===== src/crp_pkg.sv =====
// What this block does
// converter field nonzero means ignore instruction
// respond only on equipment switch match
// read with director zero returns column
// reject data read when nothing held
// director write executes all set bits
// not ready: clears only if bits 02-08 zero
// clear bits yield to request bits
// data interrupt while column available, reply drops
// end interrupt only for later completions
// alarm interrupt immediate or on detection
// alarm enable and response clearing rules
// feed starts card, prechecks, lost data
// offset request; other bits ignored
// status read level 1 or 2
// level 1 status bit layout
// ready needs all conditions, switch drops
// busy from feed until end of operation
// data status held until transfer
// overrun sets lost data, ends card
// protect switch rejects unprotected instructions
// alarm ors not-ready and ready causes
// pre-read error from light/dark check
// ready alarms persist until clear
// card ends at column 81; refeed silent
// reply or reject for every addressed access
package crp_pkg;
	localparam int unsigned WORD_W     = 16;
	localparam int unsigned COL_W      = 12;
	localparam int unsigned Q_DIR0     = 0;
	localparam int unsigned Q_DIR1     = 1;
	localparam int unsigned Q_STA5     = 5;
	localparam int unsigned Q_STA6     = 6;
	localparam int unsigned Q_EQ_LO    = 7;
	localparam int unsigned Q_EQ_HI    = 10;
	localparam int unsigned Q_CV_LO    = 11;
	localparam int unsigned Q_CV_HI    = 15;
	localparam int unsigned F_CLR      = 0;
	localparam int unsigned F_CLRI     = 1;
	localparam int unsigned F_DATI     = 2;
	localparam int unsigned F_EOPI     = 3;
	localparam int unsigned F_ALMI     = 4;
	localparam int unsigned F_FEED     = 7;
	localparam int unsigned F_OFST     = 8;
	localparam int unsigned F_ACT_LO   = 2;
	localparam int unsigned F_ACT_HI   = 8;
	localparam int unsigned LAST_COL   = 80;
	localparam logic [WORD_W-1:0] ZERO_W = 16'h0000;

	typedef enum logic [2:0] {
		CRP_IDLE = 3'b001,
		CRP_READ = 3'b010,
		CRP_DONE = 3'b100
	} crp_state_e;

	typedef struct packed {
		logic power_ok;
		logic hopper_empty;
		logic stacker_full;
		logic jam;
		logic lid_open;
		logic fail_feed;
		logic read_jam;
		logic post_jam;
		logic stack_jam;
		logic end_of_file;
		logic manual;
		logic door_open;
		logic protect_sw;
		logic ready_sw;
	} crp_panel_s;

	typedef struct packed {
		logic             col_strobe;
		logic [COL_W-1:0] col_data;
		logic             card_in;
		logic             light_check;
		logic             dark_check;
		logic [COL_W-1:0] amp;
	} crp_station_s;
endpackage : crp_pkg


===== src/crp_channel_port.sv =====
`timescale 1ns/1ps
module crp_channel_port
	import crp_pkg::*;
#(
	parameter int unsigned COLS = LAST_COL
) (
	input  wire logic              i_clk,
	input  wire logic              i_rst,
	input  wire logic [WORD_W-1:0] i_q,
	input  wire logic [WORD_W-1:0] i_a,
	input  wire logic              i_read,
	input  wire logic              i_write,
	input  wire logic              i_prot,
	input  wire logic [3:0]        i_equip_sw,
	input  wire crp_panel_s        i_panel,
	input  wire crp_station_s      i_station,
	output logic [WORD_W-1:0]      o_a,
	output logic                   o_reply,
	output logic                   o_reject,
	output logic                   o_interrupt,
	output logic                   o_feed,
	output logic                   o_offset
);
	// pin-side inputs pass two flops
	logic [WORD_W-1:0] q_s1, q_s2, a_s1, a_s2;
	logic rd_s1, rd_s2, wr_s1, wr_s2, pr_s1, pr_s2, rd_s3, wr_s3;
	logic [3:0] eq_s1, eq_s2;
	crp_panel_s pn_s1, pn_s2;
	crp_station_s st_s1, st_s2;
	logic colstb_q, rdysw_q;

	always_ff @(posedge i_clk) begin
		q_s1  <= i_q;
		q_s2  <= q_s1;
		a_s1  <= i_a;
		a_s2  <= a_s1;
		eq_s1 <= i_equip_sw;
		eq_s2 <= eq_s1;
		pn_s1 <= i_panel;
		pn_s2 <= pn_s1;
		st_s1 <= i_station;
		st_s2 <= st_s1;
	end

	always_ff @(posedge i_clk) begin
		if (i_rst) begin
			rd_s1 <= 1'b0;
			rd_s2 <= 1'b0;
			rd_s3 <= 1'b0;
			wr_s1 <= 1'b0;
			wr_s2 <= 1'b0;
			wr_s3 <= 1'b0;
			pr_s1 <= 1'b0;
			pr_s2 <= 1'b0;
			colstb_q <= 1'b0;
			rdysw_q <= 1'b0;
		end else begin
			rd_s1 <= i_read;
			rd_s2 <= rd_s1;
			rd_s3 <= rd_s2;
			wr_s1 <= i_write;
			wr_s2 <= wr_s1;
			wr_s3 <= wr_s2;
			pr_s1 <= i_prot;
			pr_s2 <= pr_s1;
			colstb_q <= st_s2.col_strobe;
			rdysw_q <= pn_s2.ready_sw;
		end
	end

	// strobe rising edges, one access per strobe
	wire rd_go  = rd_s2 & ~rd_s3;
	wire wr_go  = wr_s2 & ~wr_s3;
	wire col_go = st_s2.col_strobe & ~colstb_q;
	wire sw_go  = pn_s2.ready_sw & ~rdysw_q;

	function automatic logic field_zero(input logic [WORD_W-1:0] w, input int unsigned lo, input int unsigned hi);
		logic z;
		z = 1'b1;
		for (int unsigned i = 0; i < WORD_W; i++) begin
			if (i >= lo && i <= hi && w[i])
				z = 1'b0;
		end
		return z;
	endfunction : field_zero

	wire conv_ok  = field_zero(q_s2, Q_CV_LO, Q_CV_HI);
	wire eq_ok    = (q_s2[Q_EQ_HI:Q_EQ_LO] == eq_s2);
	wire sta_ok   = q_s2[Q_STA5] & ~q_s2[Q_STA6];
	wire addr_ok  = conv_ok & eq_ok & sta_ok;
	wire prot_ok  = ~pn_s2.protect_sw | pr_s2;
	wire is_data  = ~q_s2[Q_DIR0] & ~q_s2[Q_DIR1];
	wire is_stat  = q_s2[Q_DIR0];
	wire is_func  = q_s2[Q_DIR0] & ~q_s2[Q_DIR1];
	wire act_zero = field_zero(a_s2, F_ACT_LO, F_ACT_HI);

	// ready and alarm
	logic ready_q, lost_q, prerr_q, data_q, eop_q, dati_q, eopi_q, almi_q, almr_q, eopr_q;
	logic [COL_W-1:0] col_q;
	logic [6:0] colcnt_q;
	crp_state_e state_q;

	wire rdy_cond   = pn_s2.power_ok & (~pn_s2.hopper_empty | pn_s2.end_of_file) & ~pn_s2.stacker_full
	                & ~pn_s2.jam & ~pn_s2.lid_open;
	wire feed_alert = pn_s2.fail_feed | pn_s2.read_jam | pn_s2.post_jam | pn_s2.stack_jam;
	wire alarm      = pn_s2.hopper_empty | pn_s2.stacker_full | feed_alert | pn_s2.lid_open
	                | lost_q | prerr_q;
	wire busy       = (state_q == CRP_READ);

	wire rd_acc  = rd_go & addr_ok & prot_ok;
	wire wr_acc  = wr_go & addr_ok & prot_ok & is_func & (ready_q | act_zero);
	wire dat_acc = rd_acc & is_data & ready_q & data_q;
	wire sts_acc = rd_acc & is_stat;
	wire f_clr   = wr_acc & a_s2[F_CLR];
	wire f_clri  = wr_acc & a_s2[F_CLRI];
	wire f_feed  = wr_acc & a_s2[F_FEED] & ready_q;
	wire f_ofst  = wr_acc & a_s2[F_OFST];
	wire col_in  = col_go & busy;
	wire overrun = col_in & data_q & ~dat_acc;
	wire card_end = col_in & (colcnt_q == 7'(COLS));
	wire op_end  = (card_end | overrun) & busy;
	wire prechk  = (st_s2.light_check & (st_s2.amp != {COL_W{1'b1}}))
	             | (st_s2.dark_check & (st_s2.amp != {COL_W{1'b0}}));

	always_ff @(posedge i_clk) begin
		if (i_rst)
			ready_q <= 1'b0;
		else if (!rdy_cond || (sw_go && ready_q))
			ready_q <= 1'b0;
		else if (sw_go)
			ready_q <= 1'b1;
	end

	always_ff @(posedge i_clk) begin
		if (i_rst) begin
			state_q  <= CRP_IDLE;
			colcnt_q <= 7'h00;
		end else begin
			case (state_q)
				CRP_IDLE, CRP_DONE: begin
					if (f_feed) begin
						state_q  <= CRP_READ;
						colcnt_q <= 7'h00;
					end
				end
				CRP_READ: begin
					if (f_feed) begin
						colcnt_q <= 7'h00;
					end else if (op_end) begin
						state_q <= CRP_DONE;
					end else if (col_in) begin
						colcnt_q <= colcnt_q + 7'h01;
					end
				end
				default: state_q <= CRP_IDLE;
			endcase
		end
	end

	// column register: only columns 1..COLS are data
	always_ff @(posedge i_clk) begin
		if (i_rst) begin
			data_q <= 1'b0;
			col_q  <= '0;
		end else if (f_clr || f_feed || op_end) begin
			data_q <= 1'b0;
		end else if (col_in && (colcnt_q < 7'(COLS))) begin
			data_q <= 1'b1;
			col_q  <= st_s2.col_data;
		end else if (dat_acc) begin
			data_q <= 1'b0;
		end
	end

	always_ff @(posedge i_clk) begin
		if (i_rst) begin
			lost_q  <= 1'b0;
			prerr_q <= 1'b0;
			eop_q   <= 1'b0;
		end else begin
			if (overrun && busy)
				lost_q <= 1'b1;
			else if (f_clr)
				lost_q <= 1'b0;
			if (busy && prechk)
				prerr_q <= 1'b1;
			else if (f_clr)
				prerr_q <= 1'b0;
			if (op_end)
				eop_q <= 1'b1;
			else if (f_clr || f_feed)
				eop_q <= 1'b0;
		end
	end

	always_ff @(posedge i_clk) begin
		if (i_rst) begin
			dati_q <= 1'b0;
			eopi_q <= 1'b0;
			eopr_q <= 1'b0;
			almi_q <= 1'b0;
			almr_q <= 1'b0;
		end else begin
			if (wr_acc && a_s2[F_DATI])
				dati_q <= 1'b1;
			else if (f_clr || f_clri)
				dati_q <= 1'b0;
			if (wr_acc && a_s2[F_EOPI])
				eopi_q <= 1'b1;
			else if (f_clr || f_clri)
				eopi_q <= 1'b0;
			if (op_end && (eopi_q || (wr_acc && a_s2[F_EOPI])))
				eopr_q <= 1'b1;
			else if (f_clr || f_clri)
				eopr_q <= 1'b0;
			if (wr_acc && a_s2[F_ALMI])
				almi_q <= 1'b1;
			else if (f_clr || f_clri)
				almi_q <= 1'b0;
			if (((almi_q && !(f_clr || f_clri)) || (wr_acc && a_s2[F_ALMI])) && alarm)
				almr_q <= 1'b1;
			else if (f_clr || f_clri)
				almr_q <= 1'b0;
		end
	end

	wire dat_irq = dati_q & data_q;
	wire irq     = dat_irq | eopr_q | almr_q;

	wire [WORD_W-1:0] stat1 = {5'b00000, pn_s2.end_of_file, feed_alert, prerr_q, pn_s2.protect_sw,
	                           lost_q, alarm, eop_q, data_q, irq, busy, ready_q};
	wire [WORD_W-1:0] stat2 = {5'b00000, pn_s2.door_open, 1'b0, pn_s2.manual, 1'b0, prerr_q,
	                           pn_s2.stack_jam, pn_s2.post_jam, pn_s2.read_jam, pn_s2.fail_feed,
	                           pn_s2.stacker_full, pn_s2.hopper_empty};
	wire [WORD_W-1:0] rd_word = is_stat ? (q_s2[Q_DIR1] ? stat2 : stat1)
	                                    : {{(WORD_W-COL_W){1'b0}}, col_q};
	wire addressed = (rd_go | wr_go) & conv_ok & eq_ok;
	wire accepted  = dat_acc | sts_acc | wr_acc;

	always_ff @(posedge i_clk) begin
		if (i_rst) begin
			o_a         <= ZERO_W;
			o_reply     <= 1'b0;
			o_reject    <= 1'b0;
			o_interrupt <= 1'b0;
			o_feed      <= 1'b0;
			o_offset    <= 1'b0;
		end else begin
			if (dat_acc || sts_acc)
				o_a <= rd_word;
			o_reply     <= accepted;
			o_reject    <= addressed & ~accepted;
			o_interrupt <= irq;
			o_feed      <= f_feed;
			o_offset    <= f_ofst;
		end
	end
endmodule : crp_channel_port


===== config.mk =====
export PLATFORM = sky130hd
export DESIGN_NAME = crp_channel_port
export DESIGN_NICKNAME = d
export VERILOG_FILES = /design/src/crp_pkg.sv /design/src/crp_channel_port.sv
export SDC_FILE = /design/constraint.sdc
export NUM_CORES = 1
export LEC_CHECK = 0
export BUFFER_PORTS_ARGS = -buffer_cell sky130_fd_sc_hd__buf_4
export CORE_MARGIN = 3
export CORE_UTILIZATION = 40
export CTS_CLUSTER_SIZE = 24
export DETAILED_ROUTE_END_ITERATION = 10
export MAX_ROUTING_LAYER = met4
export PLACE_DENSITY_LB_ADDON = 0.12
export SYNTH_ARGS = -nofsm -noshare
export SYNTH_HDL_FRONTEND = slang
export SYNTH_SLANG_ARGS = --single-unit

===== constraint.sdc =====
create_clock -name i_clk -period 3 [get_ports i_clk]
set_clock_uncertainty 0.2 [all_clocks]
set_input_delay 0.6 -clock i_clk [delete_from_list [all_inputs] [get_ports i_clk]]
set_output_delay 0.6 -clock i_clk [all_outputs]
set_load 0.01 [all_outputs]

## Word level (Yosys, flattened, before mapping)

Cells that the tools add are included.

| word-level totals | value |
|---|---|
| register bits after elaboration | 203 |
| bits in latches | 0 |
| RAM bits | 0 |
| memory bits (read-only) | 0 |
| input bits | 83 |
| word-level logic and storage cells | 230 |
| memories kept | 0 |

| cells by class | value |
|---|---|
| add/sub/neg operators | 1 |
| multipliers | 0 |
| divide/modulo/power cells | 0 |
| $lt $le $gt $ge | 1 |
| equal/unequal tests | 11 |
| shifts and indexed selects | 0 |
| muxes and demuxes | 36 |
| bitwise gates (word level) | 72 |
| reduce and logical (&&, ||, !) cells | 36 |

Operators with widths:

| operator | count |
|---|---|
| $and 1x1->1 | 39 |
| $mux 7 | 4 |
| $mux 1 | 25 |
| $reduce_bool 2->1 | 10 |
| $or 1x1->1 | 18 |
| $not 1->1 | 15 |
| $pmux 7 s2 | 1 |
| $mux 12 | 1 |
| $ne 12x12->1 const B | 1 |
| $reduce_bool 12->1 | 1 |
| $mux 11 | 1 |
| $logic_and 1x1->1 | 10 |
| $mux 3 | 3 |
| $add 7x1->7 const B | 1 |
| $eq 7x7->1 const B | 1 |
| $logic_or 1x1->1 | 7 |
| $lt 7x7->1 const B | 1 |
| $pmux 3 s2 | 1 |
| $reduce_or 2->1 | 3 |
| $eq 4x4->1 | 1 |
| $ne 2x2->1 const B | 2 |
| $reduce_and 4->1 | 1 |
| $eq 3x1->1 const B | 1 |
| $eq 3x2->1 const B | 1 |
| other kinds (7) | 8 |

## Logic depth before layout (Yosys ltp)

| depth | value |
|---|---|
| depth in word-level cells | 19 |
| mapped depth | 9 |

## Least setup slack after synthesis

Ideal clock, no wire load.

| path | value |
|---|---|
| path kind | register -> register |
| from | register q_s2[12] |
| to | register colcnt_q[3] |
| library setup time | 0.070 ns |
| arrival time | 2.800 ns |
| data required time | 2.730 ns |
| setup slack | -0.070 ns |
| cell stages (with the launch flop) | 9 |
| period minus slack after synthesis | 3.070 ns |
| cells stage by stage | dfxtp_1 or4_4 or4_4 or4_1 buf_2 o21a_1 buf_6 or4_1 a21boi_1 |

| on the way | value |
|---|---|
| cells in the longest elaborated chain, start to end | 17 |
| elaborated cells between the ends (all ways) | 27 |
| those cells by class | eq/ne: 3; mux: 6; bitwise: 17; reduce/logical: 1 |

RTL lines:

| element | RTL line | text |
|---|---|---|
| from (decl) | crp_channel_port.sv:25 | `logic [WORD_W-1:0] q_s1, q_s2, a_s1, a_s2;` |
| from (signal assigned) | crp_channel_port.sv:34 | `q_s2 <= q_s1;` |
| $mux 1 * (4 in a row) | crp_channel_port.sv:81 | `if (i >= lo && i <= hi && w[i])` |
| $and 1x1->1 * (2 in a row) | crp_channel_port.sv:90 | `wire addr_ok = conv_ok & eq_ok & sta_ok;` |
| $and 1x1->1 (2 in a row) | crp_channel_port.sv:110 | `wire rd_acc = rd_go & addr_ok & prot_ok;` |
| $and 1x1->1 (3 in a row) | crp_channel_port.sv:112 | `wire dat_acc = rd_acc & is_data & ready_q & data_q;` |
| $not 1->1 | crp_channel_port.sv:119 | `wire overrun = col_in & data_q & ~dat_acc;` |
| $and 1x1->1 | crp_channel_port.sv:119 |  |
| $or 1x1->1 | crp_channel_port.sv:121 | `wire op_end = (card_end \| overrun) & busy;` |
| $and 1x1->1 | crp_channel_port.sv:121 |  |
| $ne 3x3->1 (no source line) | -- |  |
| $reduce_and 4->1 (no source line) | -- |  |
| to (signal assigned) | crp_channel_port.sv:152 | `colcnt_q <= colcnt_q + 7'h01;` |
| to (decl) | crp_channel_port.sv:100 | `logic [6:0] colcnt_q;` |

Every way passes the cells marked *; elsewhere a longest branch is shown, timed or not.
A chain may end at the register's enable or synchronous reset.

## Final worst setup path

| path | value |
|---|---|
| from | register q_s2[12] |
| to | register colcnt_q[5] |

Same word-level chain as after synthesis.

==> flow_summary.ini <==
[clock_tree]
tritoncts = yes
cts_sinks = 193
clock_buffers_created_by_tritoncts = 17
cts_repair_resize_count = 0
holdBufCountCts = 0
post_cts_buffers = 0
cts.reportedPaths.clkPinSlew_ns = 0.07
clk_path_buf_depth = 2
insertion_delay_ns = 0.43
cts_max_level = 4
cts_root_buffer = clkbuf_16

[placement]
dp_hpwl_um = 6960
dp_cells = 719
port_buffers = 88
placement.cell_area_um2 = 6340
global_placement_routability_congestion = 0.774

[timing]
report.final.hold_viol_count = 0
timing.final.crit_period_ns = 2.89
slew_headroom = 0.576
whs_ns = 0.0702
achievable-frequency_ghz = 0.346
unrepaired_setup_endpoints_after_global_routing = true
setup_violations = 0
slew_viol_final = 0
max_slew.worst_pin.slew_ns = 0.628
timing.final.crit_share = 0.964
fin_setup_tns_ns = 0

[grt]
global_route.peak_usage_layer = met2
vias_in_the_first_global_route = 3383
gr-usage-met3 = 0.0444
grt_antenna_before_repair = 0
groute.layer.met2.usage = 0.210
grt_overflow_total = 0
wire_length_of_the_first_global_routing_pass_um = 16000
maximum_number_of_pins_on_one_net_before_global_route_repair = 57
gr-usage-all-layers = 0.144
groute.layer.met1.usage = 0.181

[power_and_ir_drop]
worst_ir_drop_vdd_v = 0.000495
power-per-cell-area_nw_per_um2 = 718
cellLeakagePower_uw = 0.00293

[detailed_routing]
drt-vias-per-instance = 4.53
detailedRoute.firstPassIterationCount = 4
postRouteAntennaNets = 0
detail_route.drc_violations = 0
first_iter_violations = 153
detail_route.wl_per_cell_um = 13.2
via_count = 3404
route.final.wire_length_um = 9920

[synth]
yosysUniqueCellTypes = 53
portion_of_the_post_synthesis_area_used_by_sequential_elements = 0.707
average_cell_area_after_synthesis_um2 = 11.8
synth-async-reset-ratio = 0
number_of_warnings_reported_in_the_yosys_synthesis_log = 0
yosys_register_bits = 193
synth-edff-count = 0
post_synth_inst_count = 463
synth_top_flop_cell = dfxtp_1
syn_area_um2 = 5470

[floorplanning]
fp.dieW_um = 123
chipHeight_um = 123
coreArea_um2 = 13300
fp-row-count = 42
design.portCount = 104
initial_core_util = 0.411
die_area_um2 = 15100

[setup_path]
worst_setup_path_end_kind = flip-flop
timing.critical_path.required_ns = 3.15
critical_path.startpoint_type = flip-flop
crit_path_max_fanout = 6
critPathSlowestCell = or4_4
timing.critical_path.arrival_ns = 3.04
critical-path-top-cell-by-count = or4_4
largest_incremental_delay_on_the_critical_path_ns = 0.59
setup.worst_path.class = flip-flop to flip-flop
crit_chain = or4_4 > or4_4 > o31a_4 > o21a_4 > buf_4 > nor3_1 > mux2i_1

[hold_path]
hold_class = input pin to flip-flop

[status]
outcome = complete, no violations

[finish]
finish.cell_count_without_fillers = 751
layout-area-overhead-vs-synth_pct = 27.0
finish.utilization = 0.522
finish.instance_area_um2 = 6940
n_fill_cell = 1195
diodes = 0
drive_above_1_share = 0.245
nNetsFinal = 647

[run]
timing.max_cap.violations = 0
-- flip-flops by register name, summed over array words and instances (netlist names), 3 cells and up --
| name | count |
|---|---|
| q_s2 | 13 |
| st_s2 | 27 |
| pn_s2 | 14 |
| state_q | 3 |
| o_a | 12 |
| st_s1 | 27 |
| eq_s2 | 4 |
| a_s1 | 9 |
| eq_s1 | 4 |
| q_s1 | 13 |
| colcnt_q | 7 |
| pn_s1 | 14 |
| col_q | 12 |
| a_s2 | 9 |
-- synth_stat cells (all sizes together), types with 2 or more instances --
library cell / instances / area [µm²]
a2111oi: 2 / 17.5
ha: 2 / 25.0
mux2i: 19 / 190
or2: 4 / 25.0
o21ai: 10 / 50.1
or3: 2 / 12.5
xor2: 4 / 35.0
nand2b: 12 / 75.1
a21boi: 3 / 22.5
nand2: 42 / 158
nor2: 29 / 109
dfxtp: 193 / 3860
or4: 6 / 52.6
o31ai: 3 / 22.5
a21oi: 22 / 110
o211ai: 9 / 67.6
nor3b: 2 / 15.0
nor2b: 14 / 87.6
nor4: 10 / 62.6
o21bai: 2 / 15.0
inv: 8 / 30.0
a22oi: 4 / 30.0
nand3b: 2 / 15.0
nand3: 6 / 30.0
nand4: 6 / 37.5
nor3: 5 / 25.0
buf: 7 / 51.3
clkbuf: 14 / 52.6
-- worst max-delay path: cells and delay by family (launching register included) --
kind	cells	cell delay (ns)
muxes	1	0.22
and+or+nand+nor	3	1.33
DFF	1	0.30
AOI/OAI and AO/OA	2	0.62
buffers and inverters	1	0.15
-- routing by layer --
metal / part of all wire / vias to the layer above
met3: 0.053 / 21
met4: 0.027 / 0
li1: - / 1770
met2: 0.44 / 94
met1: 0.48 / 1519
met5: 0 / -
-- stage by stage --
stage | worst slack (ns) | total power [µW]
floorplan | 0.0316 | 2800
global placement | 0.112 | 2890
detailed placement | 0.0700 | 2900
CTS | 0.0589 | 5040
global route | -0.00642 | 5170
finish | 0.109 | 4980
-- worst paths after layout --
| path | cells after the start | to | slack [ns] | start |
|---|---|---|---|---|
| worst max-delay path | 7 | colcnt_q[5] | 0.11 | q_s2[12] |
| worst min-delay path | 1 | q_s1[6] | 0.07 | i_q[6] |
| worst max register to register | 7 | colcnt_q[5] | 0.11 | q_s2[12] |
| worst min register to register | 0 | q_s2[7] | 0.12 | q_s1[7] |
-- kinds of logic (layout without fill, tap and decap cells) --
group | count (synthesis) | count (layout) | synth area share
flip-flops | 193 | 193 | 0.707
AND/OR/NAND/NOR | 147 | 147 | 0.140
AO/OA/AOI/OAI | 66 | 66 | 0.0785
buffers and inverters | 29 | 138 | 0.0245
multiplexers | 20 | 20 | 0.0369
XOR/XNOR | 5 | 5 | 0.00801
adder cells (fa/ha/maj) | 2 | 2 | 0.00458
other | 1 | 4 | 0.000686
-- cell usage in the layout, fill, tap and decap left out, types with 3 or more instances in the layout --
cell type	Yosys	final
a21oi_1	22	22
a22oi_1	4	4
buf_4	4	97
clkbuf_16	0	17
conb_1	1	4
dfxtp_1	193	193
inv_1	8	8
inv_6	0	3
inv_8	0	4
mux2i_1	19	19
nand2_1	42	42
nand2b_1	12	12
nand3_1	6	6
nand4_1	6	6
nor2_1	29	29
nor2b_1	14	14
nor3_1	5	5
nor4_1	10	10
o211ai_1	9	9
o21ai_0	10	10
o31ai_1	3	3
or2_2	4	4
or4_1	4	3
or4_4	2	3
xor2_1	4	4
-- power breakdown --
part           internal [µW]  switching (µW)  total (µW)  leakage (µW)
sequential              2660            33.4        2700       0.00161
combinational           82.2            55.2         137       0.00104
clock                   1130            1020        2150      0.000278
-- area by class of cell --
cell class / count / area (µm²) / area share
clock inverter: 13 / 136 / 0.0197
timing repair buffer: 98 / 748 / 0.108
tap: 176 / 220 / 0.0317
clock buffer: 19 / 443 / 0.0638
multi-input combinational: 244 / 1500 / 0.216
inverter: 8 / 30.0 / 0.00433
sequential: 193 / 3860 / 0.557
No activity file was read; power rests on OpenSTA's default activity.
